$ cat config.mk
export PLATFORM = sky130hd
export DESIGN_NAME = cdr_regs
export DESIGN_NICKNAME = d
export VERILOG_FILES = /design/src/design/cdr_pkg.sv /design/src/design/cdr_regs.sv
export SDC_FILE = /design/constraint.sdc
export NUM_CORES = 1
export LEC_CHECK = 0
export BUFFER_PORTS_ARGS = -buffer_cell sky130_fd_sc_hd__buf_2
export CAP_MARGIN = 10
export CELL_PAD_IN_SITES_DETAIL_PLACEMENT = 1
export CELL_PAD_IN_SITES_GLOBAL_PLACEMENT = 1
export CORE_AREA = 2 2 160 162
export DETAILED_ROUTE_END_ITERATION = 10
export DIE_AREA = 0 0 162 164
export PLACE_DENSITY = 0.83
export SLEW_MARGIN = 10
export SYNTH_ARGS = -nofsm -noshare
export SYNTH_HDL_FRONTEND = slang
export SYNTH_SLANG_ARGS = --single-unit
$ cat constraint.sdc
create_clock -name sys_clk -period 3 [get_ports sys_clk]
set_clock_uncertainty 0.05 [all_clocks]
set_input_delay 0.45 -clock sys_clk [delete_from_list [all_inputs] [get_ports sys_clk]]
set_output_delay 0.45 -clock sys_clk [all_outputs]
set_load 0.1 [all_outputs]
$ cat src/design/cdr_pkg.sv
/*
 * cdr_pkg: constants and state type of the dedicated register set.
 * Assumes a single 50 MHz core clock and a synchronous active-high reset.
 */
package cdr_pkg;
	// ------------------------------------------------------------
	// register indices on the register port
	// ------------------------------------------------------------
	localparam logic [2:0] IDX_PC = 3'h0;
	localparam logic [2:0] IDX_ACC = 3'h1;
	localparam logic [2:0] IDX_TMP = 3'h2;
	localparam logic [2:0] IDX_IX = 3'h3;
	localparam logic [2:0] IDX_EP = 3'h4;
	localparam logic [2:0] IDX_SP = 3'h5;
	localparam logic [2:0] IDX_PSW = 3'h6;

	// ------------------------------------------------------------
	// status word layout
	// ------------------------------------------------------------
	localparam int CCR_H = 7;
	localparam int CCR_I = 6;
	localparam int CCR_IL_HI = 5;
	localparam int CCR_IL_LO = 4;
	localparam int CCR_N = 3;
	localparam int CCR_Z = 2;
	localparam int CCR_V = 1;
	localparam int CCR_C = 0;

	// ------------------------------------------------------------
	// reset values and address constants
	// ------------------------------------------------------------
	localparam logic [15:0] REG_RESET = 16'h0000;
	localparam logic [4:0] RP_RESET = 5'h00;
	localparam logic [2:0] DP_RESET = 3'h0;
	localparam logic [7:0] CCR_RESET = 8'h30;
	localparam logic [15:0] DIR_WIN_BASE = 16'h0080;
	localparam logic [15:0] GPR_BASE = 16'h0100;

	// ------------------------------------------------------------
	// all state of the register set
	// ------------------------------------------------------------
	typedef struct packed {
		logic [15:0] pc;
		logic [15:0] acc;
		logic [15:0] tmp;
		logic [15:0] ix;
		logic [15:0] ep;
		logic [15:0] sp;
		logic [4:0] rp;
		logic [2:0] dp;
		logic [7:0] condition_flags;
		logic [15:0] rdata;
		logic [15:0] map_addr;
		logic [15:0] gpr_addr;
		logic irq_accept;
	} cdr_state_type;
endpackage

$ cat src/design/cdr_regs.sv
/*
 * cdr_regs: dedicated register set of an 8-bit core with flag logic,
 * direct-window mapping, bank register addressing and interrupt gating.
 * Assumes the core drives its request inputs from logic on sys_clk.
 */
// Added by the designer: the placing of the registers and the address-and-strobe port.
// Functional notes
// - 16-bit instruction_pointer holds the fetch location, advanced by pc_step.
// - 16-bit accumulator; byte operations touch only its low byte.
// - 16-bit temporary accumulator is second operand; byte ops use low byte.
// - 16-bit index, extra memory pointer and stack top pointer registers.
// - status word upper byte holds bank and window pointers, lower byte flags.
// - direct addresses 0080-00ff remapped by window code; 0000-007f never.
// - window code zero leaves window; code n maps to 0080 plus n times 0080.
// - half-carry flag follows carry or borrow between bit 3 and bit 4.
// - interrupt enable flag gates requests; reset clears it.
// - request accepted only when its level is below the current level.
// - negative flag copies result msb.
// - zero flag set on zero result, cleared otherwise.
// - overflow flag set on two's complement overflow.
// - carry flag from carry or borrow out of msb; shift gives shifted-out bit.
// - general registers are 8-bit memory bytes, eight per bank, 32 banks.
// - opcode low three bits select register within active bank.
`timescale 1ns/100ps
module cdr_regs import cdr_pkg::*; (
	// clock and reset
	input wire logic sys_clk,
	input wire logic sys_rst,
	// register port
	input wire logic [2:0] reg_addr,
	input wire logic [15:0] reg_wdata,
	input wire logic reg_wr,
	input wire logic reg_rd,
	output logic [15:0] reg_rdata,
	// core control
	input wire logic pc_step,
	input wire logic op_go,
	input wire logic op_word,
	input wire logic op_sub,
	input wire logic op_shift,
	// direct address mapping
	input wire logic dir_req,
	input wire logic [7:0] dir_addr,
	output logic [15:0] map_addr,
	// bank register addressing
	input wire logic gpr_req,
	input wire logic [7:0] gpr_opcode,
	output logic [15:0] gpr_addr,
	// interrupt gating
	input wire logic irq_req,
	input wire logic [1:0] irq_level,
	output logic irq_accept,
	// register views
	output logic [15:0] pc_out,
	output logic [15:0] acc_out,
	output logic [15:0] ix_out,
	output logic [15:0] ep_out,
	output logic [15:0] sp_out,
	output logic [15:0] psw_out
);
	cdr_state_type st_reg;
	cdr_state_type st_next;

	// ------------------------------------------------------------
	// next-state logic
	// ------------------------------------------------------------
	always_comb begin
		logic [15:0] b_eff;
		logic [16:0] s17;
		logic [8:0] s9;
		logic [4:0] s5;
		logic [15:0] res;
		logic a_s;
		logic b_s;
		logic r_s;
		b_eff = op_sub ? ~st_reg.tmp : st_reg.tmp;
		s17 = {1'b0, st_reg.acc} + {1'b0, b_eff} + {16'h0000, op_sub};
		s9 = {1'b0, st_reg.acc[7:0]} + {1'b0, b_eff[7:0]} + {8'h00, op_sub};
		s5 = {1'b0, st_reg.acc[3:0]} + {1'b0, b_eff[3:0]} + {4'h0, op_sub};
		res = 16'h0000;
		a_s = 1'b0;
		b_s = 1'b0;
		r_s = 1'b0;
		st_next = st_reg;
		st_next.rdata = 16'h0000;
		// fetch pointer advance, a software write below takes over
		if (pc_step) begin
			st_next.pc = st_reg.pc + 16'h0001;
		end
		// software writes; unmapped index ignored
		if (reg_wr) begin
			case (reg_addr)
				IDX_PC: st_next.pc = reg_wdata;
				IDX_ACC: st_next.acc = reg_wdata;
				IDX_TMP: st_next.tmp = reg_wdata;
				IDX_IX: st_next.ix = reg_wdata;
				IDX_EP: st_next.ep = reg_wdata;
				IDX_SP: st_next.sp = reg_wdata;
				IDX_PSW: begin
					st_next.rp = reg_wdata[15:11];
					st_next.dp = reg_wdata[10:8];
					st_next.condition_flags = reg_wdata[7:0];
				end
				default: st_next.pc = st_next.pc;
			endcase
		end
		// read data stands in the following cycle only
		if (reg_rd) begin
			case (reg_addr)
				IDX_PC: st_next.rdata = st_reg.pc;
				IDX_ACC: st_next.rdata = st_reg.acc;
				IDX_TMP: st_next.rdata = st_reg.tmp;
				IDX_IX: st_next.rdata = st_reg.ix;
				IDX_EP: st_next.rdata = st_reg.ep;
				IDX_SP: st_next.rdata = st_reg.sp;
				IDX_PSW: st_next.rdata = {st_reg.rp, st_reg.dp, st_reg.condition_flags};
				default: st_next.rdata = 16'h0000;
			endcase
		end
		// arithmetic and shift; flag updates win over a software write
		if (op_go) begin
			if (op_shift) begin
				res = op_word ? {st_reg.acc[14:0], 1'b0} : {8'h00, st_reg.acc[6:0], 1'b0};
				st_next.condition_flags[CCR_C] = op_word ? st_reg.acc[15] : st_reg.acc[7];
			end else begin
				res = op_word ? s17[15:0] : {8'h00, s9[7:0]};
				st_next.condition_flags[CCR_C] = (op_word ? s17[16] : s9[8]) ^ op_sub;
				st_next.condition_flags[CCR_H] = s5[4] ^ op_sub;
				a_s = op_word ? st_reg.acc[15] : st_reg.acc[7];
				b_s = op_word ? b_eff[15] : b_eff[7];
				r_s = op_word ? res[15] : res[7];
				st_next.condition_flags[CCR_V] = (a_s == b_s) && (r_s != a_s);
			end
			st_next.condition_flags[CCR_N] = op_word ? res[15] : res[7];
			st_next.condition_flags[CCR_Z] = op_word ? (res == 16'h0000) : (res[7:0] == 8'h00);
			if (op_word) begin
				st_next.acc = res;
			end else begin
				st_next.acc = {st_reg.acc[15:8], res[7:0]};
			end
		end
		// direct window mapping
		if (dir_req) begin
			if (!dir_addr[7] || st_reg.dp == 3'h0) begin
				st_next.map_addr = {8'h00, dir_addr};
			end else begin
				st_next.map_addr = DIR_WIN_BASE + {6'h00, st_reg.dp, 7'h00}
					+ {9'h000, dir_addr[6:0]};
			end
		end
		// bank register address
		if (gpr_req) begin
			st_next.gpr_addr = GPR_BASE + {8'h00, st_reg.rp, gpr_opcode[2:0]};
		end
		// interrupt acceptance by enable and level
		st_next.irq_accept = irq_req && st_reg.condition_flags[CCR_I]
			&& (irq_level < st_reg.condition_flags[CCR_IL_HI:CCR_IL_LO]);
	end

	// ------------------------------------------------------------
	// state register
	// ------------------------------------------------------------
	always_ff @(posedge sys_clk) begin
		if (sys_rst) begin
			st_reg.pc <= REG_RESET;
			st_reg.acc <= REG_RESET;
			st_reg.tmp <= REG_RESET;
			st_reg.ix <= REG_RESET;
			st_reg.ep <= REG_RESET;
			st_reg.sp <= REG_RESET;
			st_reg.rp <= RP_RESET;
			st_reg.dp <= DP_RESET;
			st_reg.condition_flags <= CCR_RESET;
			st_reg.rdata <= REG_RESET;
			st_reg.map_addr <= REG_RESET;
			st_reg.gpr_addr <= REG_RESET;
			st_reg.irq_accept <= 1'b0;
		end else begin
			st_reg <= st_next;
		end
	end

	// outputs straight from state
	assign reg_rdata = st_reg.rdata;
	assign map_addr = st_reg.map_addr;
	assign gpr_addr = st_reg.gpr_addr;
	assign irq_accept = st_reg.irq_accept;
	assign pc_out = st_reg.pc;
	assign acc_out = st_reg.acc;
	assign ix_out = st_reg.ix;
	assign ep_out = st_reg.ep;
	assign sp_out = st_reg.sp;
	assign psw_out = {st_reg.rp, st_reg.dp, st_reg.condition_flags};

	// ------------------------------------------------------------
	// assertions
	// ------------------------------------------------------------
	a_pc_step_adv: assert property (@(posedge sys_clk) disable iff (sys_rst)
		pc_step && !(reg_wr && reg_addr == IDX_PC) |=> pc_out == $past(pc_out) + 16'h0001)
		else $error("program pointer did not advance");
	a_byte_upper_kept: assert property (@(posedge sys_clk) disable iff (sys_rst)
		op_go && !op_word |=> acc_out[15:8] == $past(acc_out[15:8]))
		else $error("byte operation changed accumulator upper byte");
	a_psw_read_back: assert property (@(posedge sys_clk) disable iff (sys_rst)
		reg_rd && reg_addr == IDX_PSW |=> reg_rdata == $past(psw_out))
		else $error("status word read mismatch");
	a_dir_low_fixed: assert property (@(posedge sys_clk) disable iff (sys_rst)
		dir_req && !dir_addr[7] |=> map_addr == {8'h00, $past(dir_addr)})
		else $error("low direct address was remapped");
	a_dir_window_map: assert property (@(posedge sys_clk) disable iff (sys_rst)
		dir_req && dir_addr[7] |=> map_addr == ($past(psw_out[10:8]) == 3'h0
		? {8'h00, $past(dir_addr)}
		: {6'h00, $past(psw_out[10:8]), $past(dir_addr[6:0])} + DIR_WIN_BASE))
		else $error("direct window mapped wrongly");
	a_irq_blocked: assert property (@(posedge sys_clk) disable iff (sys_rst)
		!psw_out[CCR_I] |=> !irq_accept)
		else $error("interrupt accepted while disabled");
	a_irq_level_gate: assert property (@(posedge sys_clk) disable iff (sys_rst)
		irq_req && psw_out[CCR_I] |=> irq_accept == ($past(irq_level) < $past(psw_out[5:4])))
		else $error("interrupt level gating wrong");
	a_neg_flag_msb: assert property (@(posedge sys_clk) disable iff (sys_rst)
		op_go |=> psw_out[CCR_N] == ($past(op_word) ? acc_out[15] : acc_out[7]))
		else $error("negative flag does not match result");
	a_zero_flag_res: assert property (@(posedge sys_clk) disable iff (sys_rst)
		op_go && op_word |=> psw_out[CCR_Z] == (acc_out == 16'h0000))
		else $error("zero flag does not match result");
	a_shift_carry_out: assert property (@(posedge sys_clk) disable iff (sys_rst)
		op_go && op_shift && op_word |=> psw_out[CCR_C] == $past(acc_out[15]))
		else $error("shift carry wrong");
	a_gpr_bank_addr: assert property (@(posedge sys_clk) disable iff (sys_rst)
		gpr_req |=> gpr_addr == GPR_BASE + {8'h00, $past(psw_out[15:11]), $past(gpr_opcode[2:0])})
		else $error("bank register address wrong");

	// reset values seen one cycle after a sampled reset
	a_reset_flags_init: assert property (@(posedge sys_clk)
		sys_rst |=> psw_out == {RP_RESET, DP_RESET, CCR_RESET})
		else $error("status word not at reset value");
	a_reset_regs_zero: assert property (@(posedge sys_clk)
		sys_rst |=> pc_out == REG_RESET && acc_out == REG_RESET && sp_out == REG_RESET)
		else $error("register not cleared by reset");

	// software writes land one cycle later
	a_pc_write_wins: assert property (@(posedge sys_clk) disable iff (sys_rst)
		reg_wr && reg_addr == IDX_PC |=> pc_out == $past(reg_wdata))
		else $error("program pointer write lost");
	a_pc_hold_idle: assert property (@(posedge sys_clk) disable iff (sys_rst)
		!pc_step && !(reg_wr && reg_addr == IDX_PC) |=> pc_out == $past(pc_out))
		else $error("program pointer moved without request");
	a_acc_write_lands: assert property (@(posedge sys_clk) disable iff (sys_rst)
		reg_wr && reg_addr == IDX_ACC && !op_go |=> acc_out == $past(reg_wdata))
		else $error("accumulator write lost");
	a_ix_write_lands: assert property (@(posedge sys_clk) disable iff (sys_rst)
		reg_wr && reg_addr == IDX_IX |=> ix_out == $past(reg_wdata))
		else $error("index register write lost");
	a_ep_write_lands: assert property (@(posedge sys_clk) disable iff (sys_rst)
		reg_wr && reg_addr == IDX_EP |=> ep_out == $past(reg_wdata))
		else $error("extra pointer write lost");
	a_sp_write_lands: assert property (@(posedge sys_clk) disable iff (sys_rst)
		reg_wr && reg_addr == IDX_SP |=> sp_out == $past(reg_wdata))
		else $error("stack pointer write lost");
	a_psw_write_lands: assert property (@(posedge sys_clk) disable iff (sys_rst)
		reg_wr && reg_addr == IDX_PSW && !op_go |=> psw_out == $past(reg_wdata))
		else $error("status word write lost");

	// read data stand one cycle only
	a_tmp_read_back: assert property (@(posedge sys_clk) disable iff (sys_rst)
		reg_rd && reg_addr == IDX_TMP |=> reg_rdata == $past(st_reg.tmp))
		else $error("temporary accumulator read mismatch");
	a_read_idle_zero: assert property (@(posedge sys_clk) disable iff (sys_rst)
		!reg_rd |=> reg_rdata == 16'h0000)
		else $error("read data stood without a read");

	// flag results of add and shift
	a_half_carry_add: assert property (@(posedge sys_clk) disable iff (sys_rst)
		op_go && !op_shift && !op_sub |=> psw_out[CCR_H]
		== (({1'b0, $past(acc_out[3:0])} + {1'b0, $past(st_reg.tmp[3:0])}) > 5'h0f))
		else $error("half carry wrong on add");
	a_carry_byte_add: assert property (@(posedge sys_clk) disable iff (sys_rst)
		op_go && !op_shift && !op_sub && !op_word |=> psw_out[CCR_C]
		== (({1'b0, $past(acc_out[7:0])} + {1'b0, $past(st_reg.tmp[7:0])}) > 9'h0ff))
		else $error("carry wrong on byte add");
	a_ovf_byte_add: assert property (@(posedge sys_clk) disable iff (sys_rst)
		op_go && !op_shift && !op_sub && !op_word |=> psw_out[CCR_V]
		== ($past(acc_out[7]) == $past(st_reg.tmp[7]) && acc_out[7] != $past(acc_out[7])))
		else $error("overflow wrong on byte add");
	a_zero_flag_byte: assert property (@(posedge sys_clk) disable iff (sys_rst)
		op_go && !op_word |=> psw_out[CCR_Z] == (acc_out[7:0] == 8'h00))
		else $error("zero flag wrong on byte result");
	a_shift_carry_byte: assert property (@(posedge sys_clk) disable iff (sys_rst)
		op_go && op_shift && !op_word |=> psw_out[CCR_C] == $past(acc_out[7]))
		else $error("byte shift carry wrong");
	a_shift_keeps_hv: assert property (@(posedge sys_clk) disable iff (sys_rst)
		op_go && op_shift && !(reg_wr && reg_addr == IDX_PSW) |=> psw_out[CCR_H]
		== $past(psw_out[CCR_H]) && psw_out[CCR_V] == $past(psw_out[CCR_V]))
		else $error("shift changed half carry or overflow");

	// mapping, banks and interrupts
	a_dir_map_hold: assert property (@(posedge sys_clk) disable iff (sys_rst)
		!dir_req |=> map_addr == $past(map_addr))
		else $error("mapped address changed without request");
	a_gpr_in_range: assert property (@(posedge sys_clk) disable iff (sys_rst)
		gpr_req |=> gpr_addr >= GPR_BASE && gpr_addr < GPR_BASE + 16'h0100)
		else $error("bank register outside bank area");
	a_irq_no_request: assert property (@(posedge sys_clk) disable iff (sys_rst)
		!irq_req |=> !irq_accept)
		else $error("interrupt accepted without request");
endmodule

# Yosys cells after proc, flatten, opt, wreduce, memory -nomap -nowiden
# Index checks and enable logic that the tools add are counted.
classes:
  addsub: 10
  order_cmp: 1
  eq_ne: 9
  n_mux: 29
  bitwise_logic: 4
  n_reduce_logical: 21
op_table:
  columns: ["op", "count"]
  rows:
  - ["two-way mux 16 bit", 15]
  - ["two-way mux 112 bit", 1]
  - ["case mux 16 bit (7 select lines)", 1]
  - ["adder 16 x 16 -> 17 bit", 1]
  - ["adder 17 x 1 -> 17 bit", 1]
  - ["adder 16 x 1 -> 16 bit (second input constant)", 1]
  - ["logical NOT 16 bit", 1]
  - ["inverter 16 bit", 1]
  - ["AND reduction 2 bit", 7]
  - ["adder 11 x 7 -> 12 bit", 1]
  - ["two-way mux 12 bit", 1]
  - ["adder 8 x 10 -> 11 bit (first input constant)", 1]
  - ["adder 9 x 8 -> 10 bit (first input constant)", 1]
  - ["two-way mux 1 bit", 10]
  - ["adder 8 x 8 -> 9 bit", 1]
  - ["adder 9 x 1 -> 9 bit", 1]
  - ["== test 3 bit (second input constant)", 3]
  - ["logical NOT 8 bit", 1]
  - ["== test 3 x 2 -> 1 bit (second input constant)", 2]
  - ["logical NOT 3 bit", 2]
  - ["nonzero test 2 bit", 3]
  - ["adder 4 x 4 -> 5 bit", 1]
  - ["adder 5 x 1 -> 5 bit", 1]
  - ["two-way mux 4 bit", 1]
  - ["12 further kinds", 15]
totals:
  ff_bits: 161
  inputBits: 49
  out_inout_bits: 145
  wordCells: 90

# Longest topological paths before layout
depth:
  word_depth: 10
  ltp_mapped: 13
  mapped_depth_nobuf: 11

# Worst setup path before layout
# No wires, ideal clock.
synth_timing:
  kind: "input to register"
  start: "in op_sub"
  end: "reg st_reg (netlist bit psw_out[2])"
  setup_time_ns: 0.085
  t_arrival_ns: 3.033
  required_ns: 2.865
  slack_ns: -0.168
  cell_stages: 12
  n_path_buf: 2
  cell_sequence: "buf_4 > buf_1 > xor2_1 > ha_1 > a21oi_1 > a21oi_1 > nor3_2 > xor2_1 > o21ai_0 > a2111oi_4 > o2111ai_1 > o31ai_2"
synth_between:
  elab_chain_cells: 9
  word_cells_on_any_way: 12
  classes_between: "add/sub: 4; mux: 6; reduce/logical: 2"
synth_lines:
  columns: ["element", "line_no", "rtl"]
  rows:
  - ["start: declaration", "cdr_regs.sv:39", "input wire logic op_sub,"]
  - ["two-way mux 16 bit", "cdr_regs.sv:76", "b_eff = op_sub ? ~st_reg.tmp : st_reg.tmp;"]
  - ["adder 16 x 16 -> 17 bit or adder 8 x 8 -> 9 bit (tied branches)", "cdr_regs.sv:77, cdr_regs.sv:78", null]
  - ["adder 17 x 1 -> 17 bit or adder 9 x 1 -> 9 bit (tied branches)", "cdr_regs.sv:77, cdr_regs.sv:78", null]
  - ["two-way mux 16 bit *", "cdr_regs.sv:126", "res = op_word ? s17[15:0] : {8'h00, s9[7:0]};"]
  - ["two-way mux 16 bit *", "cdr_regs.sv:122", "if (op_shift) begin"]
  - ["two-way mux 16 bit *", "cdr_regs.sv:121", "if (op_go) begin"]
  - ["logical NOT 16 bit or logical NOT 8 bit (tied branches)", "cdr_regs.sv:135", "st_next.condition_flags[CCR_Z] = op_word ? (res == 16'h0000) : (res[7:0] == 8'h00);"]
  - ["two-way mux 1 bit *", "cdr_regs.sv:135", null]
  - ["two-way mux 4 bit *", "cdr_regs.sv:121", null]
  - ["end signal: assignment", "cdr_regs.sv:179", "st_reg <= st_next;"]
  - ["end: declaration", "cdr_regs.sv:61", "cdr_state_type st_reg;"]
# Every way passes the cells marked *; elsewhere a longest branch is shown, timed or not. The select of a mux whose other input is x is not followed.
# A chain may end at the register's enable or synchronous reset.

# Worst setup path in the final report
layout_timing:
  start: "reg st_reg[115] (netlist bit)"
  end: "reg st_reg (netlist bit acc_out[9])"
layout_between:
  elab_chain_cells: 9
layout_lines:
  columns: ["element", "line_no", "rtl"]
  rows:
  - ["inverter 16 bit", "cdr_regs.sv:76", null]
  - ["two-way mux 16 bit *", "cdr_regs.sv:76", null]
  - ["adder 16 x 16 -> 17 bit *", "cdr_regs.sv:77", "s17 = {1'b0, st_reg.acc} + {1'b0, b_eff} + {16'h0000, op_sub};"]
  - ["adder 17 x 1 -> 17 bit *", "cdr_regs.sv:77", null]
  - ["two-way mux 16 bit *", "cdr_regs.sv:126", null]
  - ["two-way mux 16 bit *", "cdr_regs.sv:122", null]
  - ["two-way mux 16 bit *", "cdr_regs.sv:121", null]
  - ["two-way mux 16 bit *", "cdr_regs.sv:136", "if (op_word) begin"]
  - ["two-way mux 16 bit *", "cdr_regs.sv:121", null]
# Marks and branches as above.

==> results_dict.tcl <==
set metrics [dict create \
    critPathKind "flip-flop to flip-flop" \
    max-cap-violations 0 \
    yosys_most_used_dff "dfxtp_1" \
    met2WireLength_mm 15.82 \
    drc 0 \
    hold_class "input port to flip-flop" \
    core-area_mm2 0.02482 \
    synth_area_leaders "dfxtp_1 33%, buf_4 12%, nand2_1 8.7%" \
    area_growth_pct 15.34 \
    hpwlAfterDp_mm 23.83 \
    swShare_pct 34.59 \
    dr.pass1.iters 5 \
    hold_viol_final 0 \
    die_w_um 162 \
    hold_start "gpr_opcode[1]" \
    avgSynthCellArea_um2 7.964 \
    syn_area_mm2 0.009007 \
    wl_mm 32.61 \
    hold_path_depth 3 \
    clock-sinks 149 \
    gp_congestion 0.8935 \
    clk_latency_ns 0.44 \
    post-route-period-util_pct 97.27 \
    wl_met1_mm 13.58 \
    routed.top_layer "met4" \
    max-clock-path-buffers 2 \
    synthTopCellsByCount "208 x nand2_1, 149 x dfxtp_1, 146 x buf_4, 102 x a21oi_1, 101 x nor2_1" \
    max_freq_mhz 342.7 \
    critPathRequiredTime_ns 3.28 \
    fin_nets 1291 \
    p_int_mw 3.911 \
    cts_buffers 17 \
    die_area_mm2 0.02657 \
    n_antenna_cell 0 \
    cts-root-buf "clkbuf_16" \
    cts_hold_buf 0 \
    synth_top_cell_area_share_pct 33.12 \
    path_clk_slew_ns 0.07 \
    power.leakage_nw 4.626 \
    track_usage_pct 24.13 \
    run_status "finished, final reports clean" \
    startpoint "st_reg[115]" \
    clkPwrFrac_pct 38.9 \
    yosysMostFrequentCell "nand2_1" \
    finalSetupViolations 0 \
    end_kind "flip-flop" \
    grt_pass1_vias 8736 \
    drt_iter0_drc 688 \
    ys_types 63 \
    fp.dieH_um 164 \
    ioPinCount 194 \
    synth-seq-cells 149 \
    cp_max_fo 4 \
    rr_worst_depth 10 \
    drive_gt1_share_pct 26.87 \
    met3WireLength_mm 2.104 \
    initial_core_util_pct 36.29 \
    hold_path_end "gpr_addr[1]" \
    synth_top_cell_by_area "dfxtp_1" \
    antenna_found_initial 0 \
    hold_slack_ns 0.2012 \
    grt_pass1_wl_mm 49.92 \
    viasPerCell 5.531 \
    tightest_slew_ns 0.9450 \
    timing.final.crit_period_ns 2.918 \
    synthArstFlopShare_pct 0 \
    vias 8617 \
    cts_tree "done" \
    overflow 0 \
    power_density_mw_per_mm2 575.6 \
    ys_seq_area_share_pct 33.12 \
    rows 58 \
    syn_inst 1131 \
    rr_endpoint "acc_out[9]" \
    slew_viol_final 0 \
    startpoint_type "flip-flop" \
    synth_edf_count 0 \
    h-tree-depth 4 \
    yosysWarnings 0 \
    power_frac_comb_pct 25.4 \
    power_frac_seq_pct 35.7 \
    cp.arrival_ns 3.20 \
    r2r-start "st_reg[115]" \
    power.total_mw 5.979 \
    placement.io_buffers 176 \
    p_switching_mw 2.068 \
    drtAntennaViolNets 0 \
    regToRegSetupSlack_ns 0.08 \
    peakVddDrop_mv 0.3804 \
    grt_max_degree 83 \
    slew_headroom_pct 37.00 \
    wire_per_inst_um 20.93 \
]
per-stage QoR:
stage	TNS [ns]	area (µm²)	utilization [%]	cells	setup WS, ns
after floorplan	0	9050	-	1142	0.02893
after global placement	-0.5154	9669	38.96	1526	-0.1360
after detailed placement	-1.427	9669	38.96	1526	-0.2510
after CTS	0	10310	41.55	1558	0.01426
after global routing	-0.1526	10390	41.86	1558	-0.07456
final	0	10390	41.86	1558	0.08200
kinds of logic after synthesis:
| family | share of synthesized area, % |
|---|---|
| simple gates | 18.79 |
| compound gates | 16.66 |
| buf+inv | 15.32 |
| flops | 33.12 |
| mux | 8.251 |
| xor+xnor | 3.987 |
| fa+ha+maj | 3.834 |
| other cells | 0.04163 |
critical path, cell delays in order, from the launching register on:
cell      delay [ns]
dfxtp_1         0.43
xor2_1          0.29
ha_1            0.32
a21oi_1         0.21
o211ai_2        0.17
a41oi_2         0.26
buf_4           0.16
o21ai_0         0.15
o211a_1         0.31
a21o_1          0.20
a211oi_1        0.27
repair_timing:
| action | in CTS | in global routing |
|---|---|---|
| setup buffers | 0 | 0 |
| endpoints found under the setup margin | 1 | 4 |
| pin swaps | 0 | 2 |
| gates resized for setup | 1 | 16 |
placed cells by master (no fill, tap or decap), types with 5 or more instances in the layout:
master,n
a22oi_1,6
mux4_2,5
a21o_1,8
o21ai_0,16
o22ai_1,11
nand2_1,207
nor3b_1,5
xor2_1,30
and3_1,11
a21oi_1,100
buf_2,175
a221oi_1,5
xnor2_1,9
nor2b_1,11
nor2_1,100
o211ai_1,7
conb_1,12
a31oi_1,8
nand4_1,11
a311oi_1,6
mux2_2,8
ha_1,25
nand3_1,17
nor3_1,9
clkbuf_16,17
dfxtp_1,147
buf_4,84
mux2i_1,54
inv_1,15
nand2b_1,7
a211oi_1,27
power groups by stage:
stage	sequential, mW	clock (mW)	combinational (mW)
3_3_place_gp	2.17	0	1.44
5_1_grt	2.14	2.42	1.60
4_1_cts	2.13	2.33	1.49
2_1_floorplan	2.14	0	1.14
6_report	2.13	2.33	1.52
3_5_place_dp	2.17	0	1.48
worst max-delay path by stage:
| stage | slack (ns) | end | depth (start not counted) |
|---|---|---|---|
| final | 0.08 | acc_out[9] | 10 |
| after global routing | -0.07 | acc_out[9] | 10 |
| after CTS | 0.01 | psw_out[2] | 10 |
| after detailed placement | -0.25 | psw_out[2] | 12 |
| after global placement | -0.14 | psw_out[2] | 12 |
| after floorplan | 0.03 | psw_out[2] | 12 |
final cells by class:
type	count	area, µm²
Clock buffer	21	460.4
Multi-Input combinational cell	772	4772
Timing Repair Buffer	260	1526
Clock inverter	11	175.2
Sequential cell	149	2985
Inverter	15	56.30
Fill cell	3014	14430
Tap cell	330	412.9
layer usage:
layer / vias up / GRT usage [%]
met5: - / 0
met4: 0 / 9.372
met3: 82 / 4.975
met2: 351 / 41.37
met1: 4278 / 29.75
li1: 3906 / -
Note: power is estimated with default switching activity, not from simulation.
